===== config.mk =====
export PLATFORM = sky130hd
export DESIGN_NAME = shared_pin_function_mux
export DESIGN_NICKNAME = d
export VERILOG_FILES = /design/src/hdl/pin_mux_pkg.sv /design/src/hdl/pin_cfg_regs.sv /design/src/hdl/shared_pin_function_mux.sv
export VERILOG_INCLUDE_DIRS = /design/src /design/src/hdl
export SDC_FILE = /design/constraint.sdc
export NUM_CORES = 1
export LEC_CHECK = 0
export BUFFER_PORTS_ARGS = -buffer_cell sky130_fd_sc_hd__buf_2
export CAP_MARGIN = 5
export CORE_ASPECT_RATIO = 0.5
export CORE_MARGIN = 3
export CORE_UTILIZATION = 48
export DETAILED_ROUTE_END_ITERATION = 10
export HOLD_SLACK_MARGIN = 0.1
export PLACE_DENSITY = 0.83
export SYNTH_ARGS = -nofsm -noshare
export SYNTH_HDL_FRONTEND = slang
export SYNTH_SLANG_ARGS = --single-unit

===== constraint.sdc =====
create_clock -name mclk_i -period 1.1 [get_ports mclk_i]
set_input_delay 0.165 -clock mclk_i [delete_from_list [all_inputs] [get_ports mclk_i]]
set_output_delay 0.165 -clock mclk_i [all_outputs]
set_load 0.05 [all_outputs]

===== src/hdl/pin_mux_consts.svh =====
// constants for the shared pin function mux
`ifndef PIN_MUX_CONSTS_SVH
`define PIN_MUX_CONSTS_SVH
`define PIN_COUNT 5
`define PIN_SYNC 0
`define PIN_DEBUG_SERIAL_LINE 0
`define PIN_DEBUG_SERIAL_CLOCK 1
`define PIN_DBG_SEL 2
`define DIR_RESET 5'h00
`define PULL_RESET 5'h00
`define LEVEL_RESET 5'h00
`endif


===== src/hdl/pin_mux_pkg.sv =====
// types for the shared pin function mux
package pin_mux_pkg;
    typedef enum logic [1:0] {
        sync_off = 2'h0,
        sync_frame = 2'h1,
        sync_pulse = 2'h3
    } sync_role_t;
    typedef struct packed {
        logic [4:0] dir_out;
        logic [4:0] pull_en;
        logic [4:0] level;
    } gpio_cfg_t;
    typedef struct packed {
        logic [4:0] data;
        logic [4:0] oe;
        logic [4:0] pull;
    } pin_drive_t;
endpackage : pin_mux_pkg


===== src/hdl/pin_cfg_regs.sv =====
// held pin configuration store
`timescale 1ns/1ps
`default_nettype none
`include "pin_mux_consts.svh"
module pin_cfg_regs
    import pin_mux_pkg::*;
(
    input wire logic mclk_i,
    input wire logic reset_n_i,
    input wire logic ce_i,
    input wire logic wr_i,
    input wire gpio_cfg_t wdata_i,
    output var gpio_cfg_t cfg_o
);
    // configuration held until rewritten
    always_ff @(posedge mclk_i or negedge reset_n_i) begin
        if (!reset_n_i) begin
            cfg_o <= {`DIR_RESET, `PULL_RESET, `LEVEL_RESET};
        end else if (ce_i && wr_i) begin
            cfg_o <= wdata_i;
        end
    end
endmodule : pin_cfg_regs
`default_nettype wire


===== src/hdl/shared_pin_function_mux.sv =====
// pin function arbitration for five shared general pins
`timescale 1ns/1ps
`default_nettype none
`include "pin_mux_consts.svh"
module shared_pin_function_mux
    import pin_mux_pkg::*;
#(
    parameter int PINS = `PIN_COUNT
) (
    input wire logic mclk_i,
    input wire logic reset_n_i,
    input wire logic ce_i,
    input wire logic cfg_enable_i,
    input wire logic cfg_wr_i,
    input wire logic [PINS-1:0] cfg_dir_out_i,
    input wire logic [PINS-1:0] cfg_pull_en_i,
    input wire logic [PINS-1:0] cfg_level_i,
    input wire logic sync_en_i,
    input wire logic sync_pulse_mode_i,
    input wire logic debug_port_en_i,
    input wire logic debug_select_en_i,
    input wire logic debug_data_out_i,
    input wire logic debug_data_oe_i,
    input wire logic [PINS-1:0] pad_in_i,
    output logic [PINS-1:0] pad_out_o,
    output logic [PINS-1:0] pad_oe_o,
    output logic [PINS-1:0] pad_pull_o,
    output logic [PINS-1:0] gpio_in_o,
    output logic frame_sync_o,
    output logic pulse_sync_o,
    output logic debug_serial_clock_o,
    output logic debug_serial_line_o,
    output logic debug_port_select_o,
    output var sync_role_t sync_role_o
);
    // ***********************************************
    // configuration store
    // ***********************************************
    gpio_cfg_t cfg;
    gpio_cfg_t cfg_wdata;
    assign cfg_wdata = {cfg_dir_out_i, cfg_pull_en_i, cfg_level_i};
    pin_cfg_regs pin_cfg_regs_inst (
        .mclk_i(mclk_i),
        .reset_n_i(reset_n_i),
        .ce_i(ce_i),
        .wr_i(cfg_wr_i),
        .wdata_i(cfg_wdata),
        .cfg_o(cfg)
    );

    // ***********************************************
    // ownership decode
    // ***********************************************
    wire sync_owns = sync_en_i;
    wire dbg_owns = debug_port_en_i;
    wire sel_owns = debug_select_en_i;
    // one role only, pulse chosen by mode bit
    sync_role_t next_sync_role;
    assign next_sync_role = !sync_en_i ? sync_off :
        (sync_pulse_mode_i ? sync_pulse : sync_frame);
    // debug data has priority on pin zero over sync
    wire [PINS-1:0] alt_own;
    assign alt_own = {{(PINS-3){1'b0}}, sel_owns, dbg_owns,
        (dbg_owns | sync_owns)};

    wire pin_drive_t next_drv;
    genvar i;
    generate
        for (i = 0; i < PINS; i++) begin : g_pin
            wire gpio_live = cfg_enable_i && !alt_own[i];
            wire alt_oe = (i == `PIN_DEBUG_SERIAL_LINE) && dbg_owns
                && debug_data_oe_i;
            assign next_drv.oe[i] = gpio_live ? cfg.dir_out[i]
                : alt_oe;
            assign next_drv.data[i] = gpio_live ? cfg.level[i]
                : (alt_oe && debug_data_out_i);
            assign next_drv.pull[i] = gpio_live && cfg.pull_en[i]
                && !cfg.dir_out[i];
        end
    endgenerate

    wire [PINS-1:0] gpio_live_in = {PINS{cfg_enable_i}} & ~alt_own
        & ~cfg.dir_out;

    // ***********************************************
    // output registers
    // ***********************************************
    always_ff @(posedge mclk_i or negedge reset_n_i) begin
        if (!reset_n_i) begin
            pad_out_o <= '0;
            pad_oe_o <= '0;
            pad_pull_o <= '0;
            gpio_in_o <= '0;
        end else if (ce_i) begin
            pad_out_o <= next_drv.data;
            pad_oe_o <= next_drv.oe;
            pad_pull_o <= next_drv.pull;
            gpio_in_o <= pad_in_i & gpio_live_in;
        end
    end

    // ***********************************************
    // alternative function registers
    // ***********************************************
    always_ff @(posedge mclk_i or negedge reset_n_i) begin
        if (!reset_n_i) begin
            frame_sync_o <= 1'h0;
            pulse_sync_o <= 1'h0;
            debug_serial_clock_o <= 1'h0;
            debug_serial_line_o <= 1'h0;
            debug_port_select_o <= 1'h0;
            sync_role_o <= sync_off;
        end else if (ce_i) begin
            sync_role_o <= next_sync_role;
            frame_sync_o <= sync_owns && !dbg_owns
                && !sync_pulse_mode_i && pad_in_i[`PIN_SYNC];
            pulse_sync_o <= sync_owns && !dbg_owns
                && sync_pulse_mode_i && pad_in_i[`PIN_SYNC];
            debug_serial_clock_o <= dbg_owns
                && pad_in_i[`PIN_DEBUG_SERIAL_CLOCK];
            debug_serial_line_o <= dbg_owns
                && pad_in_i[`PIN_DEBUG_SERIAL_LINE];
            debug_port_select_o <= sel_owns
                && pad_in_i[`PIN_DBG_SEL];
        end
    end

    // ***********************************************
    // ownership checks
    // ***********************************************
    chk_sync_one_role: assert property (@(posedge mclk_i)
        disable iff (!reset_n_i) !(frame_sync_o && pulse_sync_o))
        else $error("both sync roles active");
    chk_frame_role: assert property (@(posedge mclk_i)
        disable iff (!reset_n_i) frame_sync_o
        |-> sync_role_o == sync_frame)
        else $error("frame sync without frame role");
    chk_pulse_role: assert property (@(posedge mclk_i)
        disable iff (!reset_n_i) pulse_sync_o
        |-> sync_role_o == sync_pulse)
        else $error("pulse sync without pulse role");
    chk_dbg_over_sync: assert property (@(posedge mclk_i)
        disable iff (!reset_n_i) (ce_i && debug_port_en_i)
        |=> !frame_sync_o && !pulse_sync_o)
        else $error("sync output active under debug");
    chk_sync_pin_zero: assert property (@(posedge mclk_i)
        disable iff (!reset_n_i) (ce_i && sync_en_i && !debug_port_en_i)
        |=> !pad_oe_o[0] && !gpio_in_o[0])
        else $error("pin zero used as gpio under sync");
    chk_dbg_pin_one: assert property (@(posedge mclk_i)
        disable iff (!reset_n_i) (ce_i && debug_port_en_i) |=>
        !pad_oe_o[1] && !gpio_in_o[1])
        else $error("pin one used as gpio under debug");
    chk_dbg_pin_zero: assert property (@(posedge mclk_i)
        disable iff (!reset_n_i) (ce_i && debug_port_en_i) |=>
        pad_oe_o[0] == $past(debug_data_oe_i))
        else $error("pin zero not owned by debug");
    chk_sel_pin_two: assert property (@(posedge mclk_i)
        disable iff (!reset_n_i) (ce_i && debug_select_en_i) |=>
        !pad_oe_o[2] && !gpio_in_o[2])
        else $error("pin two used as gpio under select");
    chk_dbg_return: assert property (@(posedge mclk_i)
        disable iff (!reset_n_i) (ce_i && $fell(debug_port_en_i)
        && cfg_enable_i && !cfg.dir_out[1])
        |=> gpio_in_o[1] == $past(pad_in_i[1]))
        else $error("pin one not returned to gpio");

    // ***********************************************
    // gpio checks
    // ***********************************************
    chk_gpio_reset_in: assert property (@(posedge mclk_i)
        disable iff (!reset_n_i) $rose(reset_n_i) |-> pad_oe_o == '0)
        else $error("pin driven after reset");
    chk_disabled_no_gpio: assert property (@(posedge mclk_i)
        disable iff (!reset_n_i) (ce_i && !cfg_enable_i) |=>
        gpio_in_o == '0 && pad_pull_o == '0)
        else $error("gpio active while disabled");
    chk_out_level: assert property (@(posedge mclk_i)
        disable iff (!reset_n_i) (ce_i && cfg_enable_i
        && !debug_select_en_i && cfg.dir_out[2]) |=>
        pad_oe_o[2] && pad_out_o[2] == $past(cfg.level[2]))
        else $error("output level not driven");
    chk_pull_follow: assert property (@(posedge mclk_i)
        disable iff (!reset_n_i) (ce_i && cfg_enable_i
        && cfg.pull_en[4] && !cfg.dir_out[4]) |=> pad_pull_o[4])
        else $error("pull-up not applied");
    chk_dir_pin_four: assert property (@(posedge mclk_i)
        disable iff (!reset_n_i) (ce_i && cfg_enable_i)
        |=> pad_oe_o[4] == $past(cfg.dir_out[4]))
        else $error("pin four direction not followed");
    chk_ce_hold: assert property (@(posedge mclk_i)
        disable iff (!reset_n_i) !ce_i
        |=> $stable(cfg) && $stable(pad_oe_o) && $stable(pad_out_o))
        else $error("state moved while clock enable low");

    // ***********************************************
    // cover points
    // ***********************************************
    cov_frame: cover property (@(posedge mclk_i)
        frame_sync_o);
    cov_pulse: cover property (@(posedge mclk_i)
        pulse_sync_o);
    cov_dbg: cover property (@(posedge mclk_i)
        debug_serial_clock_o);
    cov_sel: cover property (@(posedge mclk_i)
        debug_port_select_o);
    cov_return: cover property (@(posedge mclk_i)
        $fell(debug_port_en_i) ##1 gpio_in_o[1]);
endmodule : shared_pin_function_mux
`default_nettype wire


==> results of run 1 <==
## worst reg2reg max path: cells and delay by family, from the launching register on
| family | cells | cell delay [ns] |
|---|---|---|
| flip-flops | 1 | 0.39 |
| AND/OR/NAND/NOR | 1 | 0.38 |
| AO/OA/AOI/OAI | 1 | 0.14 |
## area by class of cell
type,count,area [µm²],share of cell area
Clock buffer,7,76.3,0.0346
Inverter,30,113,0.0511
Multi-Input combinational cell,75,517,0.234
Sequential cell,42,1050,0.477
Tap cell,48,60.1,0.0272
Timing Repair Buffer,63,388,0.176
## synth_stat cells, drive strengths merged
cell type   n
buf         4
clkbuf      4
dfrtp      42
inv        30
mux2       16
nand2      14
nand2b      5
nand3       9
nand3b      1
nand4       1
nand4bb     1
o21ai       8
o221ai      2
o22ai      14
o32ai       2
or3b        2
## sequential cells by signal, indices dropped and copies added, names as in the netlist
signal                   flops
pulse_sync_o                 1
pad_out_o                    5
debug_serial_clock_o         1
pin_cfg_regs_inst.cfg_o     15
frame_sync_o                 1
pad_pull_o                   5
debug_serial_line_o          1
gpio_in_o                    5
pad_oe_o                     5
debug_port_select_o          1
sync_role_o                  2
## stage by stage
step / power, mW / cells / hold slack, ns
after floorplan: 2.31 / 155 / -0.131
after global placement: 2.53 / 257 / 0.150
after detailed placement: 2.55 / 257 / 0.158
after CTS: 3.47 / 265 / 0.103
after global routing: 3.62 / 265 / 0.102
final: 3.45 / 265 / 0.111
## worst min-delay path by stage
stage / to / slack [ns] / cells after the start
after floorplan: debug_port_select_o / -0.13 / 0
after CTS: pin_cfg_regs_inst.cfg_o[10] / 0.10 / 2
final: pin_cfg_regs_inst.cfg_o[9] / 0.11 / 2
after global placement: pad_pull_o[0] / 0.15 / 2
after global routing: pin_cfg_regs_inst.cfg_o[12] / 0.10 / 2
after detailed placement: pin_cfg_regs_inst.cfg_o[5] / 0.16 / 2
## layout by cell type, fill, tap and decap left out, drive strengths merged
cell          n
o21ai         8
nand3         9
dlygate4sd3   1
nand4bb       1
inv          30
o22ai        14
or3b          2
clkbuf       19
nand4         1
nand2b        5
o221ai        2
nand3b        1
dfrtp        42
mux2         16
o32ai         2
nand2        14
buf          50
## cells by family after synthesis
logic type | after synthesis | share of synthesized area
DFF | 42 | 0.610
buffers and inverters | 38 | 0.0907
and+or+nand+nor | 33 | 0.101
muxes | 16 | 0.104
AOI/OAI and AO/OA | 26 | 0.0943
## layer usage
layer | vias up | track usage | routed length, µm
met5 | - | 0 | 0
met4 | 0 | 0.0685 | 44
met3 | 4 | 0.0433 | 116
met2 | 23 | 0.279 | 1730
met1 | 623 | 0.211 | 1490
li1 | 637 | - | -
## power by group through the flow
stage / registers, mW / logic (mW) / clock network, mW
floorplan: 2.07 / 0.239 / 0
global placement: 1.81 / 0.725 / 0
detailed placement: 1.81 / 0.740 / 0
CTS: 1.78 / 0.745 / 0.940
global route: 1.81 / 0.814 / 0.997
finish: 1.79 / 0.754 / 0.903
## what timing repair did
action	4_1_cts	5_1_grt
endpoints found under the setup margin	0	12
resized for setup	0	12
hold buffers	1	0
endpoints found under the hold margin	42	0
==> summary.md, run 1 <==
| Metric | Value |
|---|---|
| Avg Cell Area, Syn | `11.1 µm²` |
| Worst EP arrival | `0.91 ns` |
| Post-DR wirelength/cell | `12.7 µm` |
| WS Path Type | `flip-flop to output port` |
| Router iterations before antenna repair | `4` |
| Placement Cell Area | `2090 µm²` |
| RR Startpoint | `pin_cfg_regs_inst.cfg_o[11]` |
| Critical Path Fanout Max | `2` |
| Gate power share | `0.219` |
| CTS tree | `done` |
| Psw | `1.04 mW` |
| Total number of vias | `1,287` |
| Max Cap Viol | `0` |
| Static Leakage | `1.09 nW` |
| Worst hold path class | `input pin to flip-flop` |
| Fin crit period | `1.07 ns` |
| Pre-CTS setup slack | `0.0944 ns` |
| Worst-Margin Slew | `0.254 ns` |
| Core Rows | `14` |
| CP peak stage delay | `0.36 ns` |
| Setup Fix Bufs, Post-CTS | `0` |
| Post-synth cell types | `19` |
| Drt first-iter violations | `38` |
| Yosys Warn Count | `0` |
| N_diodes | `0` |
| FF+latch count, synth | `42` |
| Final nets | `248` |
| Via density | `4.86` |
| Largest net degree at the start of global routing | `43` |
| Critical Path RT | `0.94 ns` |
| Clock buffers created by TritonCTS | `5` |
| Critical Path End Type | `output port` |
| # DRC | `0` |
| Sequential cell area fraction in the yosys report | `0.610` |
| Slowest cell on crit path | `dfrtp_1` |
| Die Height | `48.4 µm` |
| Synthesized area | `1720 µm²` |
| Max-slew violations | `0` |
| Critical path endpoint | `gpio_in_o[0]` |
| Final wirelength | `3380 µm` |
| Reg2Reg Depth | `2` |
| Gate Count Post-Synth | `155` |
| Worst path bufs/invs | `1` |
| Post-route ant nets | `0` |
| Final Hold Viols | `0` |
| Cell taking the most area after synthesis | `dfrtp_1` |
| CP Launch Type | `flip-flop` |
| H-tree depth | `2` |
| Synth top area cells | `dfrtp_1, mux2_2, inv_1` |
| Fin crit share | `0.973` |
| Synth top area share | `0.610` |
| Total die area | `4390 µm²` |
| Worst setup margin | `0.0299 ns` |
| Peak VDD IR | `0.882 mV` |
| Syn_nets | `186` |
| GRT Resource Usage Total | `0.167` |
| Core Util, Final | `0.688` |
| # IOs | `58` |
| Final Wtd Congestion | `0.768` |
| Remaining Overflow, GRT | `0` |
| Part of the power in registers | `0.519` |
| Core ar. | `3210 µm²` |
| Final clock skew | `0.00198 ns` |
| Vias in the first global route | `1,232` |
| Instance count on the critical path | `1` |
| Skew-Pair Late Insertion Delay | `0.28 ns` |
| First-pass GRT wire length | `5820 µm` |
| Setup crit start | `gpio_in_o[0]` |
| Int Pwr | `2.41 mW` |
| Crit path cell chain | `buf_2` |
| Clk slew on worst S/H paths | `0.07 ns` |
| Worst reg2reg setup slack | `0.10 ns` |
| Rel. slew slack | `0.830` |
| Hold Startpoint | `cfg_pull_en_i[4]` |
| Ratio of cells with drive above 1 in the final layout | `0.387` |
| CTS Sinks | `42` |
| HPWL Detailed | `2490 µm` |
| Initial antenna violation count | `0` |
| Net Sw Frac | `0.302` |
| Area growth syn-to-layout | `27.9%` |
| Clock root cell | `clkbuf_8` |
| Clock Power Share | `0.262` |
| CP delay by family, top | `flip-flops` |
| Total negative slack | `0 ns` |
| Design area | `2200 µm²` |
| RR Endpoint | `pad_pull_o[1]` |
| I/O Buffers | `57` |
| Die X | `90.8 µm` |
| Total power per unit cell area | `1560 nW/µm²` |
| Final setup vio count | `0` |
| Filler cells | `263` |
| FMAX | `0.935 GHz` |
| CTS Buffer Depth | `2` |
| Initial core utilization | `0.538` |
| Status | `completed` |
Note: power is estimated with default switching activity, not from simulation.
==> run 2: changes to the inputs <==
BUFFER_PORTS_ARGS = not set   (was -buffer_cell sky130_fd_sc_hd__buf_2)
DONT_BUFFER_PORTS = 1   (was not set)
PLACE_DENSITY = 0.69   (was 0.83)
==> summary.md, run 2 (synthesis results as in run 1) <==
| Metric | Value |
|---|---|
| Status | `finished, violations left` |
| Final setup vio count | `0` |
| Worst hold path class | `input pin to asynchronous set/reset pin` |
| Failing checks | `negative hold slack` |
| Router iterations before antenna repair | `4` |
| WL met2 | `1680 µm` |
| Most flop-heavy register | `pin_cfg_regs_inst.cfg_o` |
| Die X | `90.8 µm` |
| Post-DR wirelength/cell | `13.5 µm` |
| Area growth syn-to-layout | `28.7%` |
| Fin crit share | `0.947` |
| RR Startpoint | `pin_cfg_regs_inst.cfg_o[12]` |
| Vias in the first global route | `1,115` |
| GRT Resource Usage Total | `0.160` |
| Final nets | `232` |
| Clock root cell | `clkbuf_8` |
| Worst-Margin Slew | `0.241 ns` |
| Metal-1 WL | `1460 µm` |
| Ratio of cells with drive above 1 in the final layout | `0.265` |
| CP delay by family, top | `flip-flops` |
| N_diodes | `0` |
| Reg2Reg Depth | `2` |
| CP peak stage delay | `0.40 ns` |
| Total number of vias | `1,191` |
| Fin crit period | `1.04 ns` |
| Core ar. | `3210 µm²` |
| Drt first-iter violations | `21` |
| HPWL Detailed | `2320 µm` |
| Static Leakage | `1.03 nW` |
| Clock buffers created by TritonCTS | `5` |
| # IOs | `58` |
| Max Cap Viol | `0` |
| Crit path cell chain | `buf_4` |
| Remaining Overflow, GRT | `0` |
| H-tree depth | `2` |
| Max-slew violations | `0` |
| WS Path Type | `flip-flop to output port` |
| Total power per unit cell area | `1540 nW/µm²` |
| Final Hold Viols | `62` |
| CTS Hold Bufs | `17` |
| Rel. slew slack | `0.839` |
| RR Endpoint | `gpio_in_o[2]` |
| Final wirelength | `3340 µm` |
| Slowest cell on crit path | `dfrtp_1` |
| Max reg flops | `15` |
| Final hold slack | `-0.430 ns` |
| Worst setup margin | `0.0585 ns` |
| Top Metal Used | `met4` |
| Via density | `4.80` |
| Clk slew on worst S/H paths | `0.07 ns` |
| Post-route ant nets | `0` |
| Worst path bufs/invs | `1` |
| Critical Path Fanout Max | `2` |
| CP Launch Type | `flip-flop` |
| # DRC | `0` |
| Total die area | `4390 µm²` |
| Most frequent cells in the layout | `dfrtp_1, inv_1, buf_4` |
| Largest net degree at the start of global routing | `54` |
| Core Rows | `14` |
| CTS tree | `done` |
| Critical Path RT | `0.94 ns` |
| CTS Sinks | `42` |
| CTS Buffer Depth | `2` |
| Final clock skew | `0.00180 ns` |
| Commonest non-fill, non-tap cell in the layout | `dfrtp_1` |
| Met3 Routed Length | `186 µm` |
| Initial antenna violation count | `0` |
| Critical Path End Type | `output port` |
| Total negative slack | `0 ns` |
| Worst reg2reg setup slack | `0.13 ns` |
| Initial core utilization | `0.538` |
| Pre-CTS setup slack | `0.141 ns` |
| Final Wtd Congestion | `0.731` |
| Setup Fix Bufs, Post-CTS | `0` |
| Die Height | `48.4 µm` |
| Skew-Pair Late Insertion Delay | `0.28 ns` |
| RSZ-0062 raised after global routing | `false` |
| FMAX | `0.960 GHz` |
| Peak VDD IR | `0.867 mV` |
| Worst EP arrival | `0.88 ns` |
| I/O Buffers | `0` |
| First-pass GRT wire length | `5380 µm` |
## run 2: worst max-delay path by stage
stage,start,to,slack [ns],depth (start not counted)
4_1_cts,pad_out_o[1],pad_out_o[1],0.05,1
6_report,pad_out_o[1],pad_out_o[1],0.06,1
3_5_place_dp,pin_cfg_regs_inst.cfg_o[11],pad_pull_o[1],0.14,2
3_3_place_gp,pin_cfg_regs_inst.cfg_o[12],gpio_in_o[2],0.17,2
5_1_grt,pad_out_o[1],pad_out_o[1],0.03,1
2_1_floorplan,ce_i,pin_cfg_regs_inst.cfg_o[10],0.08,4
## run 2: cell type report
| class | count | area [µm²] |
|---|---|---|
| Sequential cell | 42 | 1050 |
| Fill cell | 268 | 987 |
| Multi-Input combinational cell | 75 | 517 |
| Timing Repair Buffer | 47 | 395 |
| Inverter | 30 | 113 |
| Clock buffer | 6 | 82.6 |
| Tap cell | 48 | 60.1 |
## run 2: power by group
| group | switching (mW) | total [mW] | internal [mW] |
|---|---|---|---|
| combinational | 0.411 | 0.693 | 0.281 |
| sequential | 0.0844 | 1.79 | 1.70 |
| clock | 0.457 | 0.941 | 0.484 |
| total | 0.953 | 3.42 | 2.47 |
## run 2: repair_timing
item,CTS,global route
endpoints found under the setup margin,0,0
resized for setup,0,0
endpoints found under the hold margin,84,69
## run 2: through the flow
stage          instances  cell area (µm²)  utilization  total power [mW]  hold slack, ns
3_5_place_dp         225             1970        0.613              2.46          -0.130
6_report             248             2220        0.692              3.42          -0.430
5_1_grt              248             2220        0.692              3.59          -0.452
4_1_cts              248             2220        0.692              3.47          -0.441
2_1_floorplan        155             1720            -              2.31          -0.131
3_3_place_gp         225             1970        0.613              2.44          -0.130
## run 2: per-layer routing
layer | vias to the layer above | global-route usage
met4 | 0 | 0.0609
li1 | 605 | -
met5 | - | 0
met2 | 27 | 0.261
met1 | 557 | 0.198
met3 | 2 | 0.0542
